### src/pkg/smi_pkg.sv
package smi_pkg;

    // ======================================================================
    // register map, byte addresses on the apb
    localparam logic [7:0] ADDR_MONITOR_CTRL = 8'h00;
    localparam logic [7:0] ADDR_EDGE_SELECT  = 8'h04;
    localparam logic [7:0] ADDR_PRIMARY_A    = 8'h08;
    localparam logic [7:0] ADDR_PRIMARY_B    = 8'h0c;
    localparam logic [7:0] ADDR_PRIMARY_C    = 8'h10;
    localparam logic [7:0] ADDR_MULTI_A      = 8'h14;
    localparam logic [7:0] ADDR_MULTI_B      = 8'h18;
    localparam logic [7:0] ADDR_MULTI_C      = 8'h1c;

    // ======================================================================
    // writable bits and reset values
    localparam logic [7:0] MASK_MONITOR_CTRL = 8'h17;
    localparam logic [7:0] MASK_EDGE_SELECT  = 8'h0f;
    localparam logic [7:0] MASK_PRIMARY_A    = 8'h7f;
    localparam logic [7:0] MASK_FULL         = 8'hff;
    localparam logic [7:0] MASK_MULTI_AC     = 8'h33;
    localparam logic [7:0] RESET_BYTE        = 8'h00;

    // ======================================================================
    // field positions
    localparam int POS_THRESHOLD_LSB  = 0;
    localparam int POS_MONITOR_ENABLE = 4;
    localparam int POS_LOW_FLAG       = 5;
    localparam int POS_PIN_A_MODE     = 0;
    localparam int POS_PIN_B_MODE     = 2;
    localparam int POS_GLOBAL_ENABLE  = 0;
    localparam int POS_PIN_A_FLAG     = 4;
    localparam int POS_MULTI2_FLAG    = 5;
    localparam int POS_PIN_B_FLAG     = 6;
    localparam int POS_MONITOR_IRQ_EN = 0;
    localparam int POS_MONITOR_IRQ_FL = 4;

    // ======================================================================
    // edge modes
    typedef enum logic [1:0] {
        SMI_EDGE_OFF     = 2'h0,
        SMI_EDGE_RISING  = 2'h1,
        SMI_EDGE_FALLING = 2'h2,
        SMI_EDGE_BOTH    = 2'h3
    } smi_edge_mode_type;

    // thresholds in millivolts for codes 0 to 7
    localparam logic [15:0] THRESHOLD_MV [8] = '{
        16'h07d0, 16'h0898, 16'h0960, 16'h0a8c,
        16'h0bb8, 16'h0ce4, 16'h0e10, 16'h0fa0
    };

    // ======================================================================
    // timing
    localparam int CLK_PERIOD_NS        = 8;
    localparam int MONITOR_IRQ_DELAY_NS = 1000;
    localparam int MONITOR_IRQ_DELAY_CYC =
        (MONITOR_IRQ_DELAY_NS + CLK_PERIOD_NS - 1) / CLK_PERIOD_NS;
    localparam int DELAY_W = 8;

    // ======================================================================
    // whole module state
    typedef struct packed {
        logic [7:0]         monitor_ctrl;
        logic [7:0]         edge_select;
        logic [7:0]         primary_a;
        logic [7:0]         primary_b;
        logic [7:0]         primary_c;
        logic [7:0]         multi_a;
        logic [7:0]         multi_b;
        logic [7:0]         multi_c;
        logic [1:0]         cmp_sync;
        logic [2:0]         pin_a_sync;
        logic [2:0]         pin_b_sync;
        logic [DELAY_W-1:0] delay_count;
        logic               wake;
        logic [31:0]        prdata;
        logic               pslverr;
    } smi_state_type;

endpackage
### src/design/smi_supply_monitor_irq.sv
// Functional notes
// - three-bit code selects threshold 2.0, 2.2, 2.4, 2.7, 3.0, 3.3, 3.6, 4.0 volts
// - low-supply flag at bit 5 reads 1 while supply below threshold
// - enable bit 4 powers the monitor; cleared switches detection off
// - control bits 7..6 and 3 read zero
// - monitor keeps running in power-down while enabled
// - low-supply flag follows comparator unfiltered
// - monitor request flag sets only after fixed delay of low supply
// - setting the monitor request flag wakes from sleep or idle
// - monitor request goes through shared multi-function interrupt; polling still works
// - edge bits 1..0 pick pin a detection: off, rise, fall, both
// - edge bits 3..2 pick pin b detection, same encoding
// - edge register bits 7..4 read zero
// - hardware sets request flags; enables other than the global enable written only by software
// - three primary and three multi-function enable/flag registers
// - external requests come from the two pins as edge-qualified
// - flags recorded even when disabled; vector request needs enable
// - global enable cleared blocks all interrupts
// - global enable clears itself when an interrupt is serviced
`timescale 1ns/10ps
`default_nettype none

module smi_supply_monitor_irq
    import smi_pkg::*;
(
    input  wire logic        clk,
    input  wire logic        reset_n,
    input  wire logic        psel,
    input  wire logic        penable,
    input  wire logic        pwrite,
    input  wire logic [7:0]  paddr,
    input  wire logic [31:0] pwdata,
    output logic             pready,
    output logic [31:0]      prdata,
    output logic             pslverr,
    input  wire logic        supply_below_threshold,
    input  wire logic        ext_irq_pin_a,
    input  wire logic        ext_irq_pin_b,
    input  wire logic        irq_ack,
    output logic             monitor_power_on,
    output logic [2:0]       threshold_code,
    output logic [15:0]      threshold_millivolts,
    output logic             low_supply_flag,
    output logic             irq_request,
    output logic             wake_request
);

    // ======================================================================
    // helpers
    function automatic logic edge_hit(input logic [1:0] mode, input logic now,
                                      input logic prev);
        logic rise;
        logic fall;
        rise = now & ~prev;
        fall = ~now & prev;
        unique case (smi_edge_mode_type'(mode))
            SMI_EDGE_OFF:     edge_hit = 1'b0;
            SMI_EDGE_RISING:  edge_hit = rise;
            SMI_EDGE_FALLING: edge_hit = fall;
            SMI_EDGE_BOTH:    edge_hit = rise | fall;
        endcase
    endfunction

    function automatic logic [7:0] merge(input logic [7:0] cur, input logic [7:0] wd,
                                         input logic [7:0] mask, input logic hit);
        merge = hit ? (wd & mask) : cur;
    endfunction

    // ======================================================================
    // state
    smi_state_type state;
    smi_state_type next_state;

    logic       setup_phase;
    logic       wr_access;
    logic       lsf;
    logic       pin_a_edge;
    logic       pin_b_edge;
    logic       lvf_hw_set;
    logic       pending;
    logic       mapped;
    logic [7:0] rd_byte;
    logic [7:0] wd;

    // ======================================================================
    // observation
    assign monitor_power_on     = state.monitor_ctrl[POS_MONITOR_ENABLE];
    assign threshold_code       = state.monitor_ctrl[2:0];
    assign threshold_millivolts = THRESHOLD_MV[state.monitor_ctrl[2:0]];
    // no filter: the flag tracks the comparator, chatter included
    assign lsf                  = monitor_power_on & state.cmp_sync[1];
    assign low_supply_flag      = lsf;
    assign pin_a_edge = edge_hit(state.edge_select[1:0],
                                 state.pin_a_sync[1], state.pin_a_sync[2]);
    assign pin_b_edge = edge_hit(state.edge_select[3:2],
                                 state.pin_b_sync[1], state.pin_b_sync[2]);
    assign lvf_hw_set = lsf && (state.delay_count == DELAY_W'(MONITOR_IRQ_DELAY_CYC - 1));
    // sub-source flags only feed the shared multi-function lines
    assign pending = |(state.primary_a[6:4] & state.primary_a[3:1])
                   | |(state.primary_b[7:4] & state.primary_b[3:0])
                   | |(state.primary_c[7:4] & state.primary_c[3:0]);
    assign irq_request  = state.primary_a[POS_GLOBAL_ENABLE] & pending;
    assign wake_request = state.wake;
    assign pready       = 1'b1;
    assign prdata       = state.prdata;
    assign pslverr      = state.pslverr;

    assign setup_phase = psel & ~penable;
    assign wr_access   = psel & penable & pwrite & ~state.pslverr;
    assign wd          = pwdata[7:0];

    // ======================================================================
    // read decode, captured in the setup cycle so prdata comes from a flop
    always_comb begin
        mapped  = 1'b1;
        rd_byte = 8'h00;
        unique case (paddr)
            ADDR_MONITOR_CTRL: rd_byte = {2'b00, lsf, state.monitor_ctrl[4],
                                          1'b0, state.monitor_ctrl[2:0]};
            ADDR_EDGE_SELECT:  rd_byte = {4'h0, state.edge_select[3:0]};
            ADDR_PRIMARY_A:    rd_byte = state.primary_a & MASK_PRIMARY_A;
            ADDR_PRIMARY_B:    rd_byte = state.primary_b;
            ADDR_PRIMARY_C:    rd_byte = state.primary_c;
            ADDR_MULTI_A:      rd_byte = state.multi_a & MASK_MULTI_AC;
            ADDR_MULTI_B:      rd_byte = state.multi_b;
            ADDR_MULTI_C:      rd_byte = state.multi_c & MASK_MULTI_AC;
            default:           mapped  = 1'b0;
        endcase
    end

    // ======================================================================
    // next state
    always_comb begin
        next_state = state;

        // synchronisers: logic reads the second comparator stage and the second and third pin stages
        next_state.cmp_sync   = {state.cmp_sync[0], supply_below_threshold};
        next_state.pin_a_sync = {state.pin_a_sync[1:0], ext_irq_pin_a};
        next_state.pin_b_sync = {state.pin_b_sync[1:0], ext_irq_pin_b};

        if (setup_phase) begin
            next_state.prdata  = {24'h000000, rd_byte};
            next_state.pslverr = ~mapped;
        end

        // software writes land first; enables change only here, except the global enable cleared on service
        if (wr_access) begin
            next_state.monitor_ctrl = merge(state.monitor_ctrl, wd, MASK_MONITOR_CTRL,
                                            paddr == ADDR_MONITOR_CTRL);
            next_state.edge_select  = merge(state.edge_select, wd, MASK_EDGE_SELECT,
                                            paddr == ADDR_EDGE_SELECT);
            next_state.primary_a    = merge(state.primary_a, wd, MASK_PRIMARY_A,
                                            paddr == ADDR_PRIMARY_A);
            next_state.primary_b    = merge(state.primary_b, wd, MASK_FULL,
                                            paddr == ADDR_PRIMARY_B);
            next_state.primary_c    = merge(state.primary_c, wd, MASK_FULL,
                                            paddr == ADDR_PRIMARY_C);
            next_state.multi_a      = merge(state.multi_a, wd, MASK_MULTI_AC,
                                            paddr == ADDR_MULTI_A);
            next_state.multi_b      = merge(state.multi_b, wd, MASK_FULL,
                                            paddr == ADDR_MULTI_B);
            next_state.multi_c      = merge(state.multi_c, wd, MASK_MULTI_AC,
                                            paddr == ADDR_MULTI_C);
        end

        // delay timer: restarts whenever the low condition drops
        if (!lsf) begin
            next_state.delay_count = '0;
        end else if (state.delay_count < DELAY_W'(MONITOR_IRQ_DELAY_CYC)) begin
            next_state.delay_count = state.delay_count + DELAY_W'(1);
        end

        // hardware sets after software writes, so a set always wins
        next_state.wake = 1'b0;
        if (lvf_hw_set) begin
            next_state.multi_c[POS_MONITOR_IRQ_FL] = 1'b1;
            // a flag already set by software suppresses the wake
            next_state.wake = ~state.multi_c[POS_MONITOR_IRQ_FL];
            if (state.multi_c[POS_MONITOR_IRQ_EN]) begin
                next_state.primary_b[POS_MULTI2_FLAG] = 1'b1;
            end
        end
        if (pin_a_edge) begin
            next_state.primary_a[POS_PIN_A_FLAG] = 1'b1;
        end
        if (pin_b_edge) begin
            next_state.primary_c[POS_PIN_B_FLAG] = 1'b1;
        end

        // servicing drops the global enable; flags keep recording
        if (irq_ack) begin
            next_state.primary_a[POS_GLOBAL_ENABLE] = 1'b0;
        end
    end

    always_ff @(posedge clk or negedge reset_n) begin
        if (!reset_n) begin
            state <= '0;
        end else begin
            state <= next_state;
        end
    end
endmodule // smi_supply_monitor_irq

`default_nettype wire

### config.mk
export PLATFORM = sky130hd
export DESIGN_NAME = smi_supply_monitor_irq
export DESIGN_NICKNAME = d
export VERILOG_FILES = /design/src/pkg/smi_pkg.sv /design/src/design/smi_supply_monitor_irq.sv
export SDC_FILE = /design/constraint.sdc
export NUM_CORES = 1
export LEC_CHECK = 0
export BUFFER_PORTS_ARGS = -buffer_cell sky130_fd_sc_hd__buf_2
export CAP_MARGIN = 15
export CORE_ASPECT_RATIO = 1.1
export CORE_MARGIN = 2
export CORE_UTILIZATION = 53
export DETAILED_ROUTE_END_ITERATION = 10
export GPL_ROUTABILITY_DRIVEN = 0
export PLACE_DENSITY = 0.8
export SLEW_MARGIN = 20
export SYNTH_ARGS = -nofsm -noshare
export SYNTH_HDL_FRONTEND = slang
export SYNTH_SLANG_ARGS = --single-unit
### constraint.sdc
create_clock -name clk -period 1.98 [get_ports clk]
set_clock_uncertainty 0.1 [all_clocks]
set_input_delay 0.396 -clock clk [delete_from_list [all_inputs] [get_ports clk]]
set_output_delay 0.396 -clock clk [all_outputs]
set_load 0.03 [all_outputs]
-- Word-level counts from Yosys, hierarchy flattened
Memory sizes are Yosys's and may differ from the RTL's.
Cells that the tools add are included.
- divide/modulo/power cells: 0
- reduce and logical (&&, ||, !) cells: 28
- $add $sub $neg: 1
- $mul: 0
- order comparisons: 2
- equality and inequality tests: 15
- bitwise operators: 26
- shift operators: 0
- multiplexer cells: 22
- operators with widths (cell ; count):
    8-bit case mux with 8 select lines ; 1
    45-bit two-way mux ; 1
    8-bit two-way mux ; 5
    8-bit by 5-bit equality test with 1-bit output, second input constant ; 4
    16-bit two-way mux ; 2
    2-bit AND reduction ; 12
    8-bit by 4-bit equality test with 1-bit output, second input constant ; 2
    2-bit nonzero test ; 8
    6-bit two-way mux ; 2
    1-bit bitwise AND ; 10
    8-bit by 1-bit adder with 8-bit output, second input constant ; 1
    4-bit bitwise AND ; 2
    2-bit equality test, second input constant ; 4
    8-bit by 3-bit equality test with 1-bit output, second input constant ; 1
    8-bit by 7-bit equality test with 1-bit output, second input constant ; 1
    8-bit zero test ; 1
    8-bit by 7-bit < comparator with 1-bit output, second input constant ; 1
    1-bit two-way mux ; 8
    1-bit NOT ; 8
    1-bit case mux with 4 select lines ; 2
    4-bit OR reduction ; 2
    8-bit OR reduction ; 1
    5-bit two-way mux ; 1
    2-bit by 1-bit equality test with 1-bit output, second input constant ; 2
    8 further kinds ; 12
- bits in read-only memories: 128
- input bits: 49
- RAM bits: 0
- memories kept: 1
- register bits after elaboration: 73
- bits in latches: 0
- word-level logic and storage cells: 115
- output and inout bits: 57
- memory list (memory ; words ; width ; rd ports ; clocked after Yosys merged registers in ; write ports ; line ; RTL):
    (no name shown) ; 8 ; 16 ; 1 ; 0 ; 0 ; smi_supply_monitor_irq.sv:89 ; assign threshold_millivolts = THRESHOLD_MV[state.monitor_ctrl[2:0]];

-- Logic depth before layout (Yosys ltp)
Gate-level depths: netlist of run 1.
- word-level depth: 6
- depth in mapped cells: 6
- gate-level depth less buffers: 6

-- Worst setup path before layout of run 1
No wires, ideal clock.
- path kind: input to register
- start point: input paddr[7]
- end point: register state[82] (netlist name)
- required time: 1.755 ns
- cell stages on the path: 4
- arrival time: 1.912 ns
- library setup time: 0.125 ns
- buffers on the path: 1
- slack: -0.157 ns
- path through: or4_4 buf_6 nor4b_4 mux2_2
- longest elaborated chain between the ends: 2
- RTL lines (item ; line ; RTL):
    from (decl) ; smi_supply_monitor_irq.sv:31 ; input wire logic [7:0] paddr,
    8-bit by 4-bit equality test with 1-bit output ; smi_supply_monitor_irq.sv:155 ; paddr == ADDR_PRIMARY_B);
    2-bit AND reduction (no source line) ; -- ;
    to (signal assigned) ; smi_supply_monitor_irq.sv:200 ; state <= next_state;
    to (decl) ; smi_supply_monitor_irq.sv:71 ; smi_state_type state;
Every way passes these cells.
A chain may end at the register's enable or synchronous reset.

-- Worst setup path after layout of run 1
- start point: register state[88] (netlist name)
- end point: output irq_request
- longest elaborated chain between the ends: 5
- RTL lines (item ; line ; RTL):
    4-bit bitwise AND ; smi_supply_monitor_irq.sv:100 ; | |(state.primary_b[7:4] & state.primary_b[3:0])
    4-bit OR reduction ; smi_supply_monitor_irq.sv:100 ;
    1-bit bitwise OR ; smi_supply_monitor_irq.sv:100 ;
    1-bit bitwise OR ; smi_supply_monitor_irq.sv:101 ; | |(state.primary_c[7:4] & state.primary_c[3:0]);
    1-bit bitwise AND ; smi_supply_monitor_irq.sv:102 ; assign irq_request = state.primary_a[POS_GLOBAL_ENABLE] & pending;
    to (decl) ; smi_supply_monitor_irq.sv:44 ; output logic irq_request,
Every way passes these cells.

==> summary.md, run 1 <==
| Metric | Value |
|---|---|
| Via-per-instance ratio | 5.44 |
| Area of the core region | 7430 um^2 |
| Fraction of final layout cells with drive strength greater than 1 | 40.8% |
| Io pins | 106 |
| Final number of setup-violating endpoints | 1 |
| Count of yosys warnings during synthesis | 0 |
| Violated checks | setup timing |
| Fmax | 466 MHz |
| Site row count | 33 |
| Cts bufs inserted | 9 |
| Endpoint of the lowest-slack register-to-register path | state[61] |
| Vertical extent of the die | 95.6 um |
| Flip-flop cell with the highest count after synthesis | sky130_fd_sc_hd__dfrtp_1 |
| Number of DRC markers in iteration 0 | 181 |
| Post-synthesis register bit count | 73 |
| # port buffers | 50 |
| Unique cell type count in the Yosys netlist | 44 |
| Xor/xnor cell area share of the yosys netlist | 0.867% |
| Mapped cell area | 4040 um^2 |
| Number of buffers on the longest clock path | 2 |
| Leakage power total | 2.31 nW |
| Unrepaired setup endpoints after global routing | true |
| Hold WC Path Type | input port to register |
| First-pass GRT wire length | 13,400 um |
| Overall routed net length | 8310 um |
| Outcome | complete, but fails checks |
| Total congestion overflow after global routing | 0 |
| Critical Path Fanout Max | 2 |
| Initial antenna violation count | 0 |
| Global-route total usage across every layer | 21.1% |
| Worst hold slack after final layout | 0.0487 ns |
| Number of nets at the end of the flow | 474 |
| DPL Wire Length | 5850 um |
| Level count of the clock H-tree | 3 |
| Cell Pwr Density | 615 nW/um^2 |
| Pwr Total | 2.92 mW |
| Most common cell after layout, fill and taps aside | sky130_fd_sc_hd__dfrtp_1 |
| Async set-or-reset flop fraction in the synthesized netlist | 100% |
| Leading cell types in the layout, fill and taps excluded | sky130_fd_sc_hd__dfrtp_1, sky130_fd_sc_hd__buf_2, sky130_fd_sc_hd__mux2_2, sky130_fd_sc_hd__conb_1, sky130_fd_sc_hd__buf_4 |
| Number of maximum-capacitance constraint violations | 0 |
| ANT nets after route | 0 |
| Combinational family with the most area after synthesis | multiplexers |
| Setup slack of the critical path after layout | -0.165 ns |
| Final count of pins violating max slew | 0 |
| Die ar. | 8340 um^2 |
| CP arrival | 1.65 ns |
| Number of enable-type register cells in the synthesized netlist | 0 |
| Share of synthesized area occupied by flip-flops and latches | 45.2% |
| Hold Path Sink | next_state[46] |
| Complex-gate fraction of the synthesized area | 7.53% |
| Per-cell routed wire length | 16.5 um |
| Setup slack on the worst flop-to-flop path | 0.14 ns |
| Clock tree sinks | 73 |
| Adder-cell share of the synthesized area | 4.03% |
| Pin count of the biggest net entering global routing | 74 |
| Average cell area after synthesis | 11.7 um^2 |
| Required @ worst endpoint | 1.48 ns |
| Depth of the most critical reg-to-reg path | 5 |
| CTS tree | built |
| Synth-to-Final Area Change | 17.6% |
| Number of diodes | 0 |
| Total area of multi-input combinational cells | 2000 um^2 |
| Hold path depth | 1 |
| Number of hold-slack violations in the final timing report | 0 |
| 1st-pass router iterations | 5 |
| CTS Root Buffer Type | sky130_fd_sc_hd__clkbuf_8 |
| Number of vias in the routed layout | 2,743 |
| Effective utilization at floorplan | 54.3% |
| Sequential cell area | 1830 um^2 |
| Critical Path End Type | output pin |
| Post-layout minimum cycle time | 2.14 ns |
| Simple logic cell fraction of the synthesized area | 11.1% |
| Highest ir drop seen on vdd | 0.333 mV |
| Via count of the first global-routing pass | 2,657 |
| Worst Setup Path Type | register to output pin |
| Number of fill cells | 564 |
| Hold_sp | ext_irq_pin_a |
| Synthesized netlist cell count | 346 |
| Clock latency at the later pin of the worst-skew pair | 0.35 ns |
| Fraction of synthesized area in multiplexers | 20.1% |
| Post-CTS clock slew at the launch and capture registers of the worst setup and hold paths | 0.07 ns |
| Post-route fraction of the period consumed by the critical path | 108% |
| Startpoint type of the worst setup path | register |
| Worst reg2reg path startpoint | pslverr |
| Sum of negative setup slack | -0.165 ns |
| Die width | 87.2 um |
| DR DRC count | 0 |
==> registers in the layout, summed over array words and instances, names as in the netlist <==
signal,cells
monitor_power_on,1
next_state,5
prdata,8
state,54
threshold_code,3
pslverr,1
wake_request,1
==> final cells by class <==
cell class	count	share of cell area, %
clock buffer	10	2.69
tap	87	2.29
inverter	18	1.48
clock inverter	6	1.45
timing repair buffer	80	11.5
multi-input combinational	230	42.1
sequential	73	38.5
==> Yosys cell counts (2+ instances only) <==
cell type / instances / share of area [%]
sky130_fd_sc_hd__or3_1: 2 / 0.31
sky130_fd_sc_hd__nor2b_1: 5 / 0.77
sky130_fd_sc_hd__inv_1: 18 / 1.7
sky130_fd_sc_hd__ha_1: 13 / 4.0
sky130_fd_sc_hd__buf_2: 3 / 0.37
sky130_fd_sc_hd__nor3_1: 2 / 0.25
sky130_fd_sc_hd__xor2_1: 3 / 0.65
sky130_fd_sc_hd__nor4_4: 3 / 1.6
sky130_fd_sc_hd__or3b_2: 2 / 0.43
sky130_fd_sc_hd__nand3_1: 3 / 0.37
sky130_fd_sc_hd__mux2_2: 46 / 13
sky130_fd_sc_hd__mux4_2: 5 / 2.8
sky130_fd_sc_hd__a21oi_1: 7 / 0.87
sky130_fd_sc_hd__clkbuf_1: 4 / 0.37
sky130_fd_sc_hd__buf_1: 3 / 0.28
sky130_fd_sc_hd__and3b_1: 2 / 0.43
sky130_fd_sc_hd__buf_4: 43 / 8.0
sky130_fd_sc_hd__mux2i_1: 18 / 4.5
sky130_fd_sc_hd__conb_1: 2 / 0.19
sky130_fd_sc_hd__and3_1: 3 / 0.46
sky130_fd_sc_hd__nand2_1: 20 / 1.9
sky130_fd_sc_hd__o2111ai_1: 2 / 0.43
sky130_fd_sc_hd__o211ai_1: 2 / 0.37
sky130_fd_sc_hd__nand2b_1: 6 / 0.93
sky130_fd_sc_hd__a22o_1: 10 / 2.2
sky130_fd_sc_hd__nor2_1: 11 / 1.0
sky130_fd_sc_hd__o21ai_0: 12 / 1.5
sky130_fd_sc_hd__a22oi_1: 5 / 0.93
sky130_fd_sc_hd__dfrtp_1: 73 / 45
sky130_fd_sc_hd__nand3b_1: 4 / 0.74
==> routing by layer <==
metal	global-route usage [%]	vias up	wire length [um]
met1	27.2	1359	3570
met4	8.85	0	208
met3	3.81	14	395
li1	-	1280	-
met5	0	-	0
met2	34.9	90	4140
==> stage by stage <==
| stage | instances | area, um^2 | setup WS [ns] | utilization (%) |
|---|---|---|---|---|
| floorplan | 375 | 4210 | -0.117 | - |
| global placement | 483 | 4410 | -0.240 | 59.3 |
| detailed placement | 483 | 4410 | -0.257 | 59.3 |
| CTS | 502 | 4660 | -0.150 | 62.6 |
| global route | 504 | 4750 | -0.265 | 63.9 |
| finish | 504 | 4750 | -0.165 | 63.9 |
==> worst max-delay path by stage <==
stage | slack, ns | from | to
final | -0.16 | state[88] | irq_request
after global routing | -0.26 | state[88] | irq_request
after floorplan | -0.12 | paddr[7] | state[82]
after CTS | -0.15 | state[88] | irq_request
after global placement | -0.24 | paddr[7] | state[66]
after detailed placement | -0.26 | paddr[7] | state[61]
==> critical path, cell delays in order, from the launching register on <==
cell and delay [ns]:
sky130_fd_sc_hd__dfrtp_1 0.40, sky130_fd_sc_hd__a22o_1 0.26, sky130_fd_sc_hd__a221oi_2 0.18, sky130_fd_sc_hd__and3_4 0.23
sky130_fd_sc_hd__a21boi_2 0.08, sky130_fd_sc_hd__buf_6 0.16
==> power breakdown <==
group | internal, mW | switching, mW
logic | 0.0704 | 0.184
clock network | 0.584 | 0.579
registers | 1.50 | 0.00558
==> logic make-up (layout without fill, tap and decap cells) <==
family / count (synthesis) / in the layout
flip-flops: 73 / 73
adder cells (fa/ha/maj): 13 / 13
XOR/XNOR: 4 / 4
AO/OA/AOI/OAI: 44 / 44
AND/OR/NAND/NOR: 69 / 69
multiplexers: 69 / 69
buffers and inverters: 72 / 114
other: 2 / 31
==> timing repair <==
action / 4_1_cts / 5_1_grt
endpoints found under the hold margin: 73 / 0
buffers inserted: 2 / 2
gates resized for setup: 11 / 22
hold buffers: 1 / 0
pin swaps: 3 / 2
setup endpoints to repair: 8 / 9
(Power assumes the default switching activity.)
==> run 2: changes to the inputs <==
- ABC_AREA: default -> 1
- CORE_UTILIZATION: 53 -> 54
- PLACE_DENSITY: 0.8 -> 0.81
==> run 2 against run 1 <==
  * The run still ends with setup timing left
  * Register-to-register slack better by 0.24 ns
  * Via count up 25%
  * Die area rose by 0.93%
  * First-iteration DRC count increased by 40%
  * Non-clock buffer count is 12 lower
  * Synthesized area rose by 2.9%
  * Hold slack improved by 0.00055 ns
  * Synthesized cell count grew 44%
  * Final cell count rose by 32%
  * Critical path depth rose by 1
  * Largest power group is now clock
==> summary.md, run 2 <==
| Metric | Value |
|---|---|
| CP Cell Sequence | a22o_1 -> a21oi_1 -> nand3_2 -> nand2_2 -> inv_2 -> buf_6 |
| Most instantiated library cell after synthesis | sky130_fd_sc_hd__nand2_1 |
| DPL Wire Length | 6190 um |
| 1st-pass router iterations | 5 |
| Number of hold-slack violations in the final timing report | 0 |
| CP arrival | 1.49 ns |
| Fmax | 503 MHz |
| Site row count | 33 |
| Global-route total usage across every layer | 22.0% |
| Number of buffers on the longest clock path | 2 |
| CTS Root Buffer Type | sky130_fd_sc_hd__clkbuf_8 |
| Count of yosys warnings during synthesis | 0 |
| Effective utilization at floorplan | 55.6% |
| Number of diodes | 0 |
| DR DRC count | 0 |
| Number of vias in the routed layout | 3,429 |
| Final number of setup-violating endpoints | 1 |
| Final Instance Count excl. Fillers | 664 |
| Via-per-instance ratio | 5.16 |
| Worst Setup Path Type | register to output pin |
| Cell area after placement | 4300 um^2 |
| Internal power of the cells | 2.51 mW |
| Die width | 87.6 um |
| Flip-flop cell with the highest count after synthesis | sky130_fd_sc_hd__dfrtp_1 |
| Average cell area after synthesis | 8.33 um^2 |
| Critical Path Slowest Stage Cell | sky130_fd_sc_hd__dfrtp_1 |
| Hold WC Path Type | input port to register |
| Total congestion overflow after global routing | 0 |
| Via count of the first global-routing pass | 3,015 |
| Part of the total power dissipated in sequential elements | 46.0% |
| Fraction of synthesized cell area taken by the top area cell type | 44.0% |
| Synth-to-Final Area Change | 14.5% |
| Area of the core region | 7470 um^2 |
| Share of synthesized area occupied by flip-flops and latches | 44.0% |
| Combinational fraction of design power | 7.0% |
| Fin area | 4760 um^2 |
| Top post-synthesis cells by count | sky130_fd_sc_hd__nand2_1, sky130_fd_sc_hd__dfrtp_1, sky130_fd_sc_hd__nand3_1 |
| Die ar. | 8410 um^2 |
| Clock latency at the later pin of the worst-skew pair | 0.35 ns |
| Post-synth top area cell | sky130_fd_sc_hd__dfrtp_1 |
| Unrepaired setup endpoints after global routing | true |
| CTS tree | built |
| Overall routed net length | 9040 um |
| First-pass GRT wire length | 14,100 um |
| Post-layout minimum cycle time | 1.99 ns |
| Post-route fraction of the period consumed by the critical path | 100% |
| Unique cell type count in the Yosys netlist | 40 |
| Critical Path End Type | output pin |
| Setup slack of the critical path after layout | -0.00838 ns |
| Critical Path Fanout Max | 3 |
| Part of the power in the clock network | 47.0% |
| # port buffers | 50 |
| Utilization after layout | 63.7% |
| Pin count of the biggest net entering global routing | 74 |
| Per-cell routed wire length | 13.6 um |
| Violated checks | setup timing |
| Mapped cell area | 4160 um^2 |
| Leakage power total | 2.50 nW |
| Vertical extent of the die | 96 um |
| Number of nets at the end of the flow | 616 |
| Cell types with the largest area share after synthesis | sky130_fd_sc_hd__dfrtp_1, sky130_fd_sc_hd__nand2_1, sky130_fd_sc_hd__buf_4 |
| Number of flip-flops in the largest register | 54 |
| Psw | 0.758 mW |
| Level count of the clock H-tree | 3 |
| Largest stage delay, worst path | 0.40 ns |
| Post-synthesis register bit count | 73 |
| Io pins | 106 |
| Most common cell after layout, fill and taps aside | sky130_fd_sc_hd__nand2_1 |
| Cell Pwr Density | 687 nW/um^2 |
| Startpoint type of the worst setup path | register |
| Cts bufs inserted | 9 |
| ANT nets after route | 0 |
| Required @ worst endpoint | 1.48 ns |
| Critical path's top delay family | flip-flops |
| Clock tree sinks | 73 |
| Worst path buffer plus inverter count | 2 |
| Highest ir drop seen on vdd | 0.371 mV |
| Cell count after placement | 637 |
| Final count of pins violating max slew | 0 |
| Switching power share of the total | 23.2% |
| Fraction of final layout cells with drive strength greater than 1 | 22.7% |
| Outcome | complete, but fails checks |
| Register bank with the most flops | state |
| Leading cell types in the layout, fill and taps excluded | sky130_fd_sc_hd__nand2_1, sky130_fd_sc_hd__dfrtp_1, sky130_fd_sc_hd__nand3_1, sky130_fd_sc_hd__buf_2, sky130_fd_sc_hd__inv_1 |
| Number of DRC markers in iteration 0 | 253 |
| Synthesized netlist cell count | 499 |
| Post-CTS clock slew at the launch and capture registers of the worst setup and hold paths | 0.07 ns |
| Initial antenna violation count | 0 |
| Number of enable-type register cells in the synthesized netlist | 0 |
| Number of maximum-capacitance constraint violations | 0 |
| Async set-or-reset flop fraction in the synthesized netlist | 100% |
[run 2: cell families (layout without fill, tap and decap cells)]
group	count (synthesis)	in the layout	share of synthesized area (%)
simple gates	239	239	27.3
buf+inv	98	129	14.0
flops	73	73	44.0
compound gates	70	70	9.79
fa+ha+maj	13	13	3.91
xor+xnor	3	3	0.632
other cells	2	31	0.181
mux	1	1	0.241
[run 2: cell type report]
class                           count  area [um^2]
Multi-Input combinational cell    357         1930
Sequential cell                    73         1830
Tap cell                          105          131
Clock inverter                      7          141
Inverter                           45          179
Timing Repair Buffer               68          424
Clock buffer                        9          124
Fill cell                         609         2710
[run 2: metal layers]
| layer | vias to the layer above | GRT usage (%) | wire, um |
|---|---|---|---|
| li1 | 1650 | - | - |
| met1 | 1616 | 27.7 | 3800 |
| met2 | 137 | 36.2 | 4420 |
| met3 | 26 | 4.63 | 503 |
| met4 | 0 | 10.4 | 315 |
| met5 | - | 0 | 0 |
[run 2: final timing paths]
| path | from | endpoint | slack [ns] | cells after the start |
|---|---|---|---|---|
| worst min register to register | next_state[43] | next_state[44] | 0.25 | 0 |
| worst max register to register | state[34] | state[34] | 0.38 | 8 |
| max in group asynchronous | reset_n | threshold_code[1] | 0.93 | 3 |
| worst min-delay path | ext_irq_pin_b | next_state[43] | 0.05 | 1 |
| worst max-delay path | state[95] | irq_request | -0.008 | 6 |
| min in group asynchronous | reset_n | state[65] | 0.48 | 3 |
[run 2: stage by stage]
| step | hold slack, ns | power, mW | setup TNS (ns) | setup WS [ns] |
|---|---|---|---|---|
| 3_3_place_gp | 0.233 | 1.76 | 0 | 0.242 |
| 2_1_floorplan | 0.000409 | 1.72 | 0 | 0.0331 |
| 4_1_cts | 0.0362 | 3.29 | -0.0140 | -0.0140 |
| 6_report | 0.0493 | 3.27 | -0.00838 | -0.00838 |
| 3_5_place_dp | 0.235 | 1.76 | 0 | 0.147 |
| 5_1_grt | 0.0337 | 3.39 | -0.167 | -0.0763 |
[run 2: worst register-to-register path, stage by stage (launching register included)]
cell and delay (ns):
sky130_fd_sc_hd__dfrtp_1 0.38, sky130_fd_sc_hd__inv_1 0.10, sky130_fd_sc_hd__ha_1 0.20, sky130_fd_sc_hd__nor2_1 0.11
sky130_fd_sc_hd__nand2_1 0.10, sky130_fd_sc_hd__nand2_2 0.17, sky130_fd_sc_hd__nand2_1 0.15, sky130_fd_sc_hd__nand3_1 0.09
sky130_fd_sc_hd__o21ai_0 0.08
[run 2: power by group through the flow]
| stage | clock network (mW) | registers [mW] | logic (mW) |
|---|---|---|---|
| final | 1.53 | 1.50 | 0.229 |
| after global routing | 1.63 | 1.51 | 0.254 |
| after CTS | 1.55 | 1.50 | 0.229 |
| after detailed placement | 0 | 1.53 | 0.227 |
| after global placement | 0 | 1.53 | 0.222 |
| after floorplan | 0 | 1.53 | 0.190 |
[run 2: what timing repair did]
action                                 CTS  global route
setup endpoints to repair               10             8
hold buffers                             1             0
endpoints found under the hold margin   73             0
pin swaps                                3             4
resized for setup                       11            22
buffers inserted                         5             5
